File: config.mk
export PLATFORM = sky130hd
export DESIGN_NAME = ccgow_top
export DESIGN_NICKNAME = d
export VERILOG_FILES = /design/src/common/ccgow_pkg.sv /design/src/rtl/ccgow_top.sv
export SDC_FILE = /design/constraint.sdc
export NUM_CORES = 1
export LEC_CHECK = 0
export BUFFER_PORTS_ARGS = -buffer_cell sky130_fd_sc_hd__buf_4
export CAP_MARGIN = 30
export CORE_MARGIN = 3
export CORE_UTILIZATION = 56
export DETAILED_ROUTE_END_ITERATION = 7
export PLACE_DENSITY_LB_ADDON = 0.3
export SYNTH_ARGS = -nofsm -noshare
export SYNTH_HDL_FRONTEND = slang
export SYNTH_SLANG_ARGS = --single-unit
File: constraint.sdc
create_clock -name mclk -period 12.6 [get_ports mclk]
set_input_delay 0 -clock mclk [delete_from_list [all_inputs] [get_ports mclk]]
set_output_delay 0 -clock mclk [all_outputs]
set_load 0.01 [all_outputs]
File: src/common/ccgow_pkg.sv
// constants for the cpu clock generator and oscillator supervision block
// assumes one 50 MHz system clock; the input clock and free-running clock arrive as sampled pins
package ccgow_pkg;
  // selection codes, {bit7,bit6,bit5}
  localparam logic [2:0] SEL_X4 = 3'h7;
  localparam logic [2:0] SEL_X3 = 3'h6;
  localparam logic [2:0] SEL_X2 = 3'h5;
  localparam logic [2:0] SEL_X5 = 3'h4;
  localparam logic [2:0] SEL_DIRECT = 3'h3;
  localparam logic [2:0] SEL_X1P5 = 3'h2;
  localparam logic [2:0] SEL_PRESC = 3'h1;
  localparam logic [2:0] SEL_X2P5 = 3'h0;
  // config bit positions within the port-zero high byte
  localparam int CFG_LSB = 5;
  localparam int CFG_MSB = 7;
  // system configuration register and field
  localparam logic [3:0] ADDR_SYSCFG = 4'h0;
  localparam logic [3:0] ADDR_STATUS = 4'h1;
  localparam int SUP_DIS_BIT = 4;
  localparam logic [15:0] SYSCFG_RST = 16'h0000;
  // supervision overflow count of free clock cycles
  localparam logic [4:0] OVF_COUNT = 5'h10;
  // multiplier numerator/denominator: cpu edges per input transitions, doubled
  // factor F gives 2F cpu half periods per input period; kept as edges per 2 input transitions
  localparam logic [3:0] EDGES_X4 = 4'h8;
  localparam logic [3:0] EDGES_X3 = 4'h6;
  localparam logic [3:0] EDGES_X2 = 4'h4;
  localparam logic [3:0] EDGES_X5 = 4'hA;
  localparam logic [3:0] EDGES_X1P5 = 4'h3;
  localparam logic [3:0] EDGES_X2P5 = 4'h5;
  localparam logic [7:0] PH_ZERO = 8'h00;
  // clock source state
  typedef enum logic [2:0] {
    CCGOW_SRC_INPUT = 3'b001,
    CCGOW_SRC_MULT = 3'b010,
    CCGOW_SRC_FREE = 3'b100
  } ccgow_src_e;
endpackage

File: src/rtl/ccgow_top.sv
// cpu clock generation with oscillator supervision, modelled as cpu clock edge strobes
// assumes clock_input_pin and free_osc_pin are asynchronous and slow compared with mclk
//
// Chosen here: the Avalon-MM interface to the registers and the register offsets.
`timescale 1ns/10ps
module ccgow_top
(
  input wire logic mclk,
  input wire logic sys_rst,
  input wire logic [7:0] port_zero_high_byte,
  input wire logic clock_input_pin,
  input wire logic free_osc_pin,
  input wire logic [3:0] avs_address,
  input wire logic avs_read,
  input wire logic avs_write,
  input wire logic [31:0] avs_writedata,
  output logic [31:0] avs_readdata,
  output logic avs_waitrequest,
  output logic cpu_clk,
  output logic cpu_edge,
  output logic multiplier_on,
  output logic osc_fail_interrupt_request,
  output logic [2:0] clk_sel
);
  // three-stage synchronisers for the two external clocks
  logic [2:0] xin_sync_reg, xin_sync_next;
  logic [2:0] fr_sync_reg, fr_sync_next;
  logic xin_level_reg, xin_level_next; // accepted input level
  logic fr_level_reg, fr_level_next;
  logic xin_tr, fr_tr; // accepted transitions
  // configuration: selection latched at reset, system configuration written over the bus
  logic [2:0] sel_reg, sel_next;
  logic [15:0] syscfg_reg, syscfg_next;
  // supervision
  logic [4:0] wd_cnt_reg, wd_cnt_next;
  logic fail_reg, fail_next;
  ccgow_pkg::ccgow_src_e src_reg, src_next;
  // cpu clock generation
  logic cpu_reg, cpu_next;
  logic edge_reg, edge_next;
  logic [3:0] ph_cnt_reg, ph_cnt_next; // multiplier edges since resync
  logic [7:0] ph_acc_reg, ph_acc_next; // mclk ticks accumulated
  logic [7:0] ph_per_reg, ph_per_next; // measured ticks per two input transitions
  logic [7:0] ph_tick_reg, ph_tick_next;
  logic xin_par_reg, xin_par_next;
  // bus
  logic [31:0] rd_reg, rd_next;
  logic wait_reg, wait_next;
  logic sup_en, direct_like;
  // multiplier running flag, registered so the output comes from a flip-flop
  logic mult_on_reg, mult_on_next;
  logic [3:0] edges_tgt;
  logic [7:0] half_ticks;

  // input and free clocks: change counts once stages two and three agree
  always_comb
  begin
    xin_sync_next = {xin_sync_reg[1:0], clock_input_pin};
    fr_sync_next = {fr_sync_reg[1:0], free_osc_pin};
    xin_level_next = (xin_sync_reg[2] == xin_sync_reg[1]) ? xin_sync_reg[2] : xin_level_reg;
    fr_level_next = (fr_sync_reg[2] == fr_sync_reg[1]) ? fr_sync_reg[2] : fr_level_reg;
  end
  assign xin_tr = xin_level_next != xin_level_reg;
  // a glitch shorter than two mclk cycles never reaches the counter
  assign fr_tr = fr_level_next & ~fr_level_reg; // one free clock cycle per rising edge

  // selection: multiplier edges per two input transitions
  always_comb
  begin
    unique case (sel_reg)
      ccgow_pkg::SEL_X4: edges_tgt = ccgow_pkg::EDGES_X4;
      ccgow_pkg::SEL_X3: edges_tgt = ccgow_pkg::EDGES_X3;
      ccgow_pkg::SEL_X2: edges_tgt = ccgow_pkg::EDGES_X2;
      ccgow_pkg::SEL_X5: edges_tgt = ccgow_pkg::EDGES_X5;
      ccgow_pkg::SEL_X1P5: edges_tgt = ccgow_pkg::EDGES_X1P5;
      ccgow_pkg::SEL_X2P5: edges_tgt = ccgow_pkg::EDGES_X2P5;
      default: edges_tgt = ccgow_pkg::EDGES_X2; // direct and prescaler do not use it
    endcase
  end
  // supervision exists only for direct drive or prescaler
  assign direct_like = (sel_reg == ccgow_pkg::SEL_DIRECT) || (sel_reg == ccgow_pkg::SEL_PRESC);
  assign sup_en = direct_like && !syscfg_reg[ccgow_pkg::SUP_DIS_BIT];
  // spacing between multiplier edges, coarse integer division
  assign half_ticks = (edges_tgt == 4'h0) ? ccgow_pkg::PH_ZERO : ph_per_reg / {4'h0, edges_tgt};

  // supervision counter and failure switch-over
  always_comb
  begin
    wd_cnt_next = wd_cnt_reg;
    fail_next = fail_reg; // sticky until reset
    if (!sup_en)
      wd_cnt_next = 5'h00;
    else if (xin_tr)
      wd_cnt_next = 5'h00;
    else if (fr_tr && wd_cnt_reg != ccgow_pkg::OVF_COUNT)
      wd_cnt_next = wd_cnt_reg + 5'h01;
    // counter saturates at overflow so the flag cannot be missed
    if (sup_en && wd_cnt_reg == ccgow_pkg::OVF_COUNT)
      fail_next = 1'b1;
  end

  // source select
  always_comb
  begin
    if (fail_reg)
      src_next = ccgow_pkg::CCGOW_SRC_FREE;
    else if (direct_like)
      src_next = ccgow_pkg::CCGOW_SRC_INPUT;
    else
      src_next = ccgow_pkg::CCGOW_SRC_MULT;
    // multiplier is off only while the source is the input clock with supervision disabled or the fail flag set
    mult_on_next = (src_reg != ccgow_pkg::CCGOW_SRC_INPUT) || (sup_en && !fail_reg);
  end

  // cpu clock: each toggle is one half period
  always_comb
  begin
    cpu_next = cpu_reg;
    edge_next = 1'b0;
    ph_cnt_next = ph_cnt_reg;
    ph_acc_next = ph_acc_reg + 8'h01;
    ph_per_next = ph_per_reg;
    ph_tick_next = ph_tick_reg + 8'h01;
    xin_par_next = xin_par_reg ^ xin_tr;
    unique case (src_reg)
      ccgow_pkg::CCGOW_SRC_FREE:
      begin
        if (fr_level_next != fr_level_reg)
        begin
          cpu_next = fr_level_next;
          edge_next = 1'b1;
        end
      end
      ccgow_pkg::CCGOW_SRC_INPUT:
      begin
        if (sel_reg == ccgow_pkg::SEL_PRESC)
        begin
          if (xin_tr && xin_level_next)
          begin
            cpu_next = ~cpu_reg; // one input period per half period
            edge_next = 1'b1;
          end
        end
        else if (xin_tr)
        begin
          cpu_next = xin_level_next;
          edge_next = 1'b1;
        end
      end
      ccgow_pkg::CCGOW_SRC_MULT:
      begin
        if (xin_tr && xin_par_reg)
        begin
          // resync point: the cpu edge lands on the input transition itself, and the
          // window is re-measured so spacing adapts once per window, never mid-window
          ph_per_next = ph_acc_reg;
          ph_acc_next = 8'h01;
          ph_cnt_next = 4'h1;
          ph_tick_next = 8'h01;
          cpu_next = ~cpu_reg;
          edge_next = 1'b1;
        end
        else if (ph_tick_reg >= half_ticks && ph_cnt_reg < edges_tgt && half_ticks != ccgow_pkg::PH_ZERO)
        begin
          cpu_next = ~cpu_reg;
          edge_next = 1'b1;
          ph_cnt_next = ph_cnt_reg + 4'h1;
          // tick restarts at one so edge spacing equals half_ticks exactly
          ph_tick_next = 8'h01;
        end
      end
      default:
      begin
        cpu_next = cpu_reg;
      end
    endcase
  end

  // register bus: one wait cycle for every access
  always_comb
  begin
    syscfg_next = syscfg_reg;
    rd_next = 32'h0000_0000;
    wait_next = 1'b1;
    if ((avs_read || avs_write) && wait_reg)
    begin
      wait_next = 1'b0;
      if (avs_read && avs_address == ccgow_pkg::ADDR_SYSCFG)
        rd_next = {16'h0000, syscfg_reg};
      else if (avs_read && avs_address == ccgow_pkg::ADDR_STATUS)
        rd_next = {25'h0, src_reg, sel_reg, fail_reg};
    end
    // a write lands on the edge where the master sees waitrequest low
    if (avs_write && !wait_reg && avs_address == ccgow_pkg::ADDR_SYSCFG)
      syscfg_next = avs_writedata[15:0];
  end

  // reset-latched selection: no reset value, captured from the strap while reset holds
  always_comb
  begin
    sel_next = sel_reg;
    // captured every reset cycle; the last strap seen before release wins
    if (sys_rst)
      sel_next = port_zero_high_byte[ccgow_pkg::CFG_MSB:ccgow_pkg::CFG_LSB];
  end

  // all state registers
  always_ff @(posedge mclk)
  begin
    sel_reg <= sel_next; // held until next reset
    xin_sync_reg <= xin_sync_next;
    fr_sync_reg <= fr_sync_next;
    if (sys_rst)
    begin
      xin_level_reg <= 1'b0;
      fr_level_reg <= 1'b0;
      syscfg_reg <= ccgow_pkg::SYSCFG_RST;
      wd_cnt_reg <= 5'h00;
      fail_reg <= 1'b0;
      src_reg <= ccgow_pkg::CCGOW_SRC_INPUT;
      cpu_reg <= 1'b0;
      edge_reg <= 1'b0;
      ph_cnt_reg <= 4'h0;
      ph_acc_reg <= 8'h00;
      ph_per_reg <= 8'h00;
      ph_tick_reg <= 8'h00;
      xin_par_reg <= 1'b0;
      rd_reg <= 32'h0000_0000;
      wait_reg <= 1'b1;
      mult_on_reg <= 1'b0;
    end
    else
    begin
      xin_level_reg <= xin_level_next;
      fr_level_reg <= fr_level_next;
      syscfg_reg <= syscfg_next;
      wd_cnt_reg <= wd_cnt_next;
      fail_reg <= fail_next;
      src_reg <= src_next;
      cpu_reg <= cpu_next;
      edge_reg <= edge_next;
      ph_cnt_reg <= ph_cnt_next;
      ph_acc_reg <= ph_acc_next;
      ph_per_reg <= ph_per_next;
      ph_tick_reg <= ph_tick_next;
      xin_par_reg <= xin_par_next;
      rd_reg <= rd_next;
      wait_reg <= wait_next;
      mult_on_reg <= mult_on_next;
    end
  end

  // outputs straight from flip-flops
  assign cpu_clk = cpu_reg;
  assign cpu_edge = edge_reg;
  assign osc_fail_interrupt_request = fail_reg;
  assign multiplier_on = mult_on_reg;
  assign clk_sel = sel_reg;
  assign avs_readdata = rd_reg;
  assign avs_waitrequest = wait_reg;

  // checks: supervision and switch-over first, then clock generation and bus
  // the bench reads the fail flag, the multiplier flag, clk_sel and the status word directly; the rest of this behaviour it sees only through edge counts
  fail_sticky_a: assert property (@(posedge mclk) disable iff (sys_rst) fail_reg |=> fail_reg)
    else $error("fail flag dropped");
  fail_cause_a: assert property (@(posedge mclk) disable iff (sys_rst)
    $rose(fail_reg) |-> $past(wd_cnt_reg) == ccgow_pkg::OVF_COUNT && $past(sup_en))
    else $error("fail without overflow");
  switch_free_a: assert property (@(posedge mclk) disable iff (sys_rst)
    fail_reg |=> src_reg == ccgow_pkg::CCGOW_SRC_FREE)
    else $error("no switch to free clock");
  clear_tr_a: assert property (@(posedge mclk) disable iff (sys_rst)
    (sup_en && xin_tr) |=> wd_cnt_reg == 5'h00)
    else $error("counter not cleared");
  dis_idle_a: assert property (@(posedge mclk) disable iff (sys_rst)
    !sup_en |=> wd_cnt_reg == 5'h00 && !$rose(fail_reg))
    else $error("counter ran while disabled");
  sup_mode_a: assert property (@(posedge mclk) disable iff (sys_rst)
    !direct_like |-> wd_cnt_reg == 5'h00 && !fail_reg)
    else $error("supervision outside direct modes");
  sel_hold_a: assert property (@(posedge mclk) disable iff (sys_rst) $stable(sel_reg))
    else $error("selection changed outside reset");
  mult_off_a: assert property (@(posedge mclk) disable iff (sys_rst)
    (!sup_en && src_reg == ccgow_pkg::CCGOW_SRC_INPUT) |=> !multiplier_on)
    else $error("multiplier left running");
  // clock generation outside the multiplier follows its source edge for edge, except the prescaler, which toggles on rising input edges only
  direct_follow_a: assert property (@(posedge mclk) disable iff (sys_rst)
    (src_reg == ccgow_pkg::CCGOW_SRC_INPUT && sel_reg == ccgow_pkg::SEL_DIRECT && xin_tr)
    |=> cpu_reg == $past(xin_level_next))
    else $error("direct drive mismatch");
  presc_half_a: assert property (@(posedge mclk) disable iff (sys_rst)
    (src_reg == ccgow_pkg::CCGOW_SRC_INPUT && sel_reg == ccgow_pkg::SEL_PRESC && xin_tr && xin_level_next)
    |=> cpu_reg != $past(cpu_reg))
    else $error("prescaler did not toggle");
  free_follow_a: assert property (@(posedge mclk) disable iff (sys_rst)
    (src_reg == ccgow_pkg::CCGOW_SRC_FREE && fr_level_next != fr_level_reg)
    |=> cpu_reg == $past(fr_level_next))
    else $error("free clock not followed");
  // config writes land only on the accepting edge
  cfg_write_a: assert property (@(posedge mclk) disable iff (sys_rst)
    (avs_write && !avs_waitrequest && avs_address == ccgow_pkg::ADDR_SYSCFG)
    |=> syscfg_reg == $past(avs_writedata[15:0]))
    else $error("config write lost");
  // main scenarios
  cov_fail_c: cover property (@(posedge mclk) $rose(fail_reg));
  cov_presc_c: cover property (@(posedge mclk) sel_reg == ccgow_pkg::SEL_PRESC && edge_reg);
  cov_mult_c: cover property (@(posedge mclk) src_reg == ccgow_pkg::CCGOW_SRC_MULT && edge_reg);
  cov_dis_c: cover property (@(posedge mclk) direct_like && !sup_en && edge_reg);
endmodule

Word level (Yosys, flattened, before mapping)
Index checks and enable logic that the tools add are counted.

Divide/modulo/power cells: 1. Order comparisons: 2. Bitwise gates (word level): 6. Reductions and logical operators: 32. Eq/ne operators: 21. Add/subtract/negate cells: 4. Multiplexer cells: 30.

Operators by type and width (count): $mux W8 (6); $pmux W4 S5 (1); $add A8 B1 Y8 const B (2); $mux W16 (1); $mux W1 (15); $logic_and A1 B1 Y1 (13); $eq A3 B3 Y1 const B (4); $eq A3 B2 Y1 const B (3); $ne A3 B3 Y1 const B (3); $div A8 B4 Y8 (1); $ge A8 B8 Y1 (1); $logic_not A4 Y1 (2); $mux W4 (2); $reduce_bool A8 Y1 (1); $mux W7 (1); $eq A3 B1 Y1 const B (2); $pmux W1 S3 (2); $reduce_or A3 Y1 (2); $add A5 B1 Y5 const B (1); $eq A5 B5 Y1 const B (1); $ne A5 B5 Y1 const B (1); $reduce_and A5 Y1 (1); $add A4 B1 Y4 const B (1); $eq A4 B1 Y1 const B (1); 17 further kinds (28).

Bits of input ports: 50. Register bits after elaboration: 101.

Logic depth before layout (Yosys ltp)
Depth after elaboration: 10. Mapped depth: 60. Gate-level depth less buffers: 59.

Least setup slack after synthesis
OpenSTA, ideal clock, no wires.

Path kind: register -> register. Start point: register sel_reg[1], in the netlist clk_sel[1]. End point: register ph_cnt_reg[0]. Clock period less this slack: 11371 ps. Slack: 1229 ps. Arrival time: 11257 ps. Setup time: 115 ps. Stages on the path, launching flop included: 59. Cell sequence: edfxtp_1 -> buf_2 -> o21bai_1 -> ha_1 -> a21oi_1 -> nor2b_1 -> o21ai_0 -> inv_1 -> ha_1 -> nor2b_1 -> a41o_2 -> o21a_4 -> inv_1 -> a21boi_0 -> ha_1 -> o21a_1 -> o211a_1 -> or2_1 -> (+23 left out) -> nand2_1 -> mux2_1 -> ha_1 -> a21o_1 -> a21oi_1 -> o21ai_0 -> nor3_1 -> a32oi_1 -> ha_1 -> nand2b_1 -> a21o_1 -> a21o_1 -> a21oi_1 -> o21ai_0 -> a41o_1 -> a221oi_4 -> nor2_2 -> o21a_1.

Word-level cells in the longest chain between the ends: 9.

Ends and longest elaborated chain: start: declaration (line ccgow_top.sv:32) `logic [2:0] sel_reg, sel_next;`; start signal: assignment (line ccgow_top.sv:210) `sel_reg <= sel_next;`; $eq A3 B2 Y1, or another cell as far along (line ccgow_top.sv:70) `unique case (sel_reg)`; $pmux W4 S5 * (line ccgow_top.sv:70); $div A8 B4 Y8 / $logic_not A4 Y1 (equally long branches) (line ccgow_top.sv:84) `assign half_ticks = (edges_tgt == 4'h0) ? ccgow_pkg::PH_ZERO : ph_per_reg / {4'h0, edges_tgt};`; $mux W8 (line ccgow_top.sv:84); $ge A8 B8 Y1 (line ccgow_top.sv:163) `else if (ph_tick_reg >= half_ticks && ph_cnt_reg < edges_tgt && half_ticks != ccgow_pkg::PH_ZERO)`; $logic_and A1 B1 Y1 (line ccgow_top.sv:163); $logic_and A1 B1 Y1 * (line ccgow_top.sv:163); $reduce_bool A2 Y1 (no source line) *; $reduce_and A2 Y1 (no source line) *; end signal: assignment (line ccgow_top.sv:242) `ph_cnt_reg <= ph_cnt_next;`; end: declaration (line ccgow_top.sv:41) `logic [3:0] ph_cnt_reg, ph_cnt_next;`.

Mark *: on every way between the ends. The rest lies on a longest branch, timed or not. A chain may end at the register's enable or synchronous reset.

Worst setup path in the final report
Start point: register sel_reg[0], in the netlist clk_sel[0]. End point: register cpu_reg, in the netlist cpu_clk.

Word-level cells in the longest chain between the ends: 9.

Ends and longest elaborated chain: $eq A3 B2 Y1, or another cell as far along (line ccgow_top.sv:70); $pmux W4 S5 (line ccgow_top.sv:70); $div A8 B4 Y8 / $logic_not A4 Y1 (equally long branches) (line ccgow_top.sv:84); $mux W8 (line ccgow_top.sv:84); $ge A8 B8 Y1 (line ccgow_top.sv:163); $logic_and A1 B1 Y1 (2 in series) (line ccgow_top.sv:163); $ne A3 B3 Y1 (no source line); $reduce_and A5 Y1 (no source line); end signal: assignment (line ccgow_top.sv:240) `cpu_reg <= cpu_next;`; end: declaration (line ccgow_top.sv:39) `logic cpu_reg, cpu_next;`.

Several ways; a longest one is shown, not always the timed one.

==> impl_metrics.py <==
metrics = {
    "outcome": {
        "outcome": "complete, no violations",
    },
    "floorplan": {
        "die_area_um2": 9890,
        "row_count": 33,
        "core-area_um2": 8340,
        "pin_count": 90,
        "initial_core_util_pct": 58.6,
        "die_x_um": 99.4,
        "die_h_um": 99.4,
    },
    "route": {
        "wl_per_cell_um": 15.4,
        "routed_wl_um": 11400,
        "firstDrtPassIters": 5,
        "ant_nets": 0,
        "drc_errors": 0,
        "via_count": 4162,
        "drt_iter0_markers": 204,
        "avgViaCountPerCell": 5.62,
    },
    "clocking": {
        "tritoncts": "done",
        "h-tree-depth": 3,
        "clock_path_buffers": 2,
        "root_buffer": "clkbuf_8",
        "cts.sinks": 85,
        "numCtsBuffers": 9,
        "cts.reportedPaths.clkPinSlew_ns": 0.09,
        "clock_latency_ns": 0.36,
    },
    "power_and_ir_drop": {
        "vdd.ir_drop.worst_mv": 0.136,
        "p_total_w": 0.00112,
        "p_leak_nw": 2.69,
        "power_density_nw_per_um2": 192,
    },
    "global_route": {
        "grt_pass1_wl_um": 19300,
        "grt_max_degree": 53,
        "overflow": 0,
        "grt.total_usage_pct": 23.9,
        "antenna_found_initial": 0,
        "grt_pass1_vias": 4131,
    },
    "worst_setup_path": {
        "critPathTopFamily": "compound AO/OA/AOI/OAI gates",
        "cpPeakStageDelay_ns": 0.49,
        "end_kind": "register",
        "critPathBufInv": 4,
        "start_kind": "register",
        "crit_slowest_cell": "edfxtp_1",
        "cpMostUsedCell": "ha_1",
        "critPathArrivalTime_ns": 12.07,
        "critical_path_class": "register to register",
        "cp.required_ns": 12.85,
        "cp_max_fo": 7,
    },
    "layout": {
        "drive_above_1_share_pct": 17.9,
        "syn_to_final_growth_pct": 19.9,
        "layout.cells.non_filler": 741,
        "finalNetCount": 726,
        "n_fill_cell": 633,
        "diodes": 0,
    },
    "worst_hold_path": {
        "worstHoldPathType": "primary input to register",
    },
    "yosys": {
        "synthTopCellsByArea": "dfxtp_1 (34%), ha_1 (12%), mux2i_1 (4.7%)",
        "netlist.area_leader.share_pct": 33.6,
        "ys_async_sr_fraction_pct": 0,
        "synth_ff_type": "dfxtp_1",
        "synth_common_cells": "dfxtp_1 (82), nor2_1 (57), ha_1 (45), nand2_1 (33), a21oi_1 (30)",
        "yosysWarnings": 0,
        "synth_area_leader_cell": "dfxtp_1",
        "synth.most_common_cell": "dfxtp_1",
        "avgSynthCellArea_um2": 8.92,
        "synth_edf_count": 3,
        "synth_cell_types": 67,
        "syn_inst": 548,
        "syn_area_um2": 4890,
        "ys_ff_latch": 85,
        "ys_seq_area_share_pct": 35.4,
    },
    "job": {
        "cap_violations": 0,
    },
    "sta": {
        "fmax_mhz": 84.6,
        "slew_violations": 0,
        "hold_viol": 0,
        "worst_hold_slack_ns": 0.0787,
        "layout_setup_ws_ns": 0.778,
        "fin_crit_ns": 11.82,
        "setup_violations": 0,
        "worst_pin_slew_ns": 0.618,
        "maxSlewHeadroom_pct": 58.7,
        "post-route-period-util_pct": 93.8,
        "skew_ns": 0.00975,
    },
    "placement": {
        "port_buffers": 52,
        "dp_slack_ns": 0.365,
        "dp.cells": 696,
        "hpwl_um": 8060,
        "gp_congestion": 0.931,
    },
}
worst min-delay path, delay by kind of cell:
kind | cells | cell delay (ns)
buffers and inverters | 1 | 0.10
and+or+nand+nor | 3 | 0.29
path summary, 6_finish.rpt:
check | from | end | slack, ns | depth (start not counted)
worst min register to register | xin_sync_reg[0] | xin_sync_reg[1] | 0.33 | 0
worst max register to register | clk_sel[0] | cpu_clk | 0.78 | 55
worst max-delay path | clk_sel[0] | cpu_clk | 0.78 | 55
worst min-delay path | avs_read | avs_readdata[2] | 0.08 | 4
cells in the final DEF, fill, tap and decap left out, types with 3 or more instances in the layout:
| master | n |
|---|---|
| nor3_2 | 6 |
| mux2i_1 | 22 |
| clkbuf_8 | 9 |
| nand2b_1 | 8 |
| conb_1 | 17 |
| and3_1 | 5 |
| nand3b_1 | 3 |
| or3_1 | 4 |
| nor2b_1 | 10 |
| mux2_1 | 3 |
| o21ai_1 | 3 |
| nor2_2 | 3 |
| nor4_1 | 7 |
| a21oi_1 | 30 |
| o21ai_0 | 20 |
| and2_1 | 11 |
| inv_1 | 23 |
| or4_1 | 3 |
| nand4_1 | 5 |
| a21o_1 | 8 |
| edfxtp_1 | 3 |
| o21a_1 | 15 |
| xnor2_1 | 10 |
| dfxtp_1 | 82 |
| buf_4 | 69 |
| o211ai_1 | 6 |
| nor2_1 | 55 |
| ha_1 | 45 |
| nand3_1 | 15 |
| a22o_1 | 3 |
| nand2_1 | 33 |
| xor2_1 | 14 |
| dlygate4sd3_1 | 23 |
| nor3b_1 | 4 |
| nor3_1 | 11 |
routing by layer:
metal	GRT usage [%]	routed length, um	up-vias
met4	10.5	341	0
met1	28.2	4770	1932
met2	40.6	5530	129
met5	0	0	-
li1	-	-	2065
met3	6.66	810	36
stage by stage:
| step | setup TNS [ns] | instance area [um2] | utilization [%] |
|---|---|---|---|
| 2_1_floorplan | 0 | 4940 | - |
| 3_3_place_gp | 0 | 5350 | 64.1 |
| 3_5_place_dp | 0 | 5370 | 64.3 |
| 4_1_cts | 0 | 5800 | 69.5 |
| 5_1_grt | -0.00770 | 5860 | 70.3 |
| 6_report | 0 | 5860 | 70.3 |
timing repair:
action	CTS	global route
endpoints found under the setup margin	0	14
hold buffers	23	0
setup buffers	0	6
endpoints found under the hold margin	22	0
resized for setup	0	9
cell type report:
| cell class | count | area (um2) | area share [%] |
|---|---|---|---|
| inverter | 25 | 93.8 | 1.60 |
| clock inverter | 7 | 78.8 | 1.34 |
| sequential | 85 | 1730 | 29.5 |
| multi-input combinational | 417 | 2940 | 50.1 |
| clock buffer | 9 | 124 | 2.11 |
| timing repair buffer | 93 | 763 | 13.0 |
| tap | 105 | 131 | 2.24 |
report_power, final:
part | internal, W | switching, W | leakage [nW] | total (W)
Clock | 0.0000945 | 0.000104 | 0.106 | 0.000199
Sequential | 0.000277 | 0.00000605 | 0.696 | 0.000283
Combinational | 0.000300 | 0.000342 | 1.89 | 0.000642
cells by family after synthesis:
| family | synth area share, % |
|---|---|
| AO/OA/AOI/OAI | 16.2 |
| XOR/XNOR | 4.30 |
| adder cells (fa/ha/maj) | 11.9 |
| buffers and inverters | 5.99 |
| flip-flops | 35.4 |
| multiplexers | 5.91 |
| other | 0.154 |
| AND/OR/NAND/NOR | 20.1 |
Note: power is estimated with default switching activity, not from simulation.
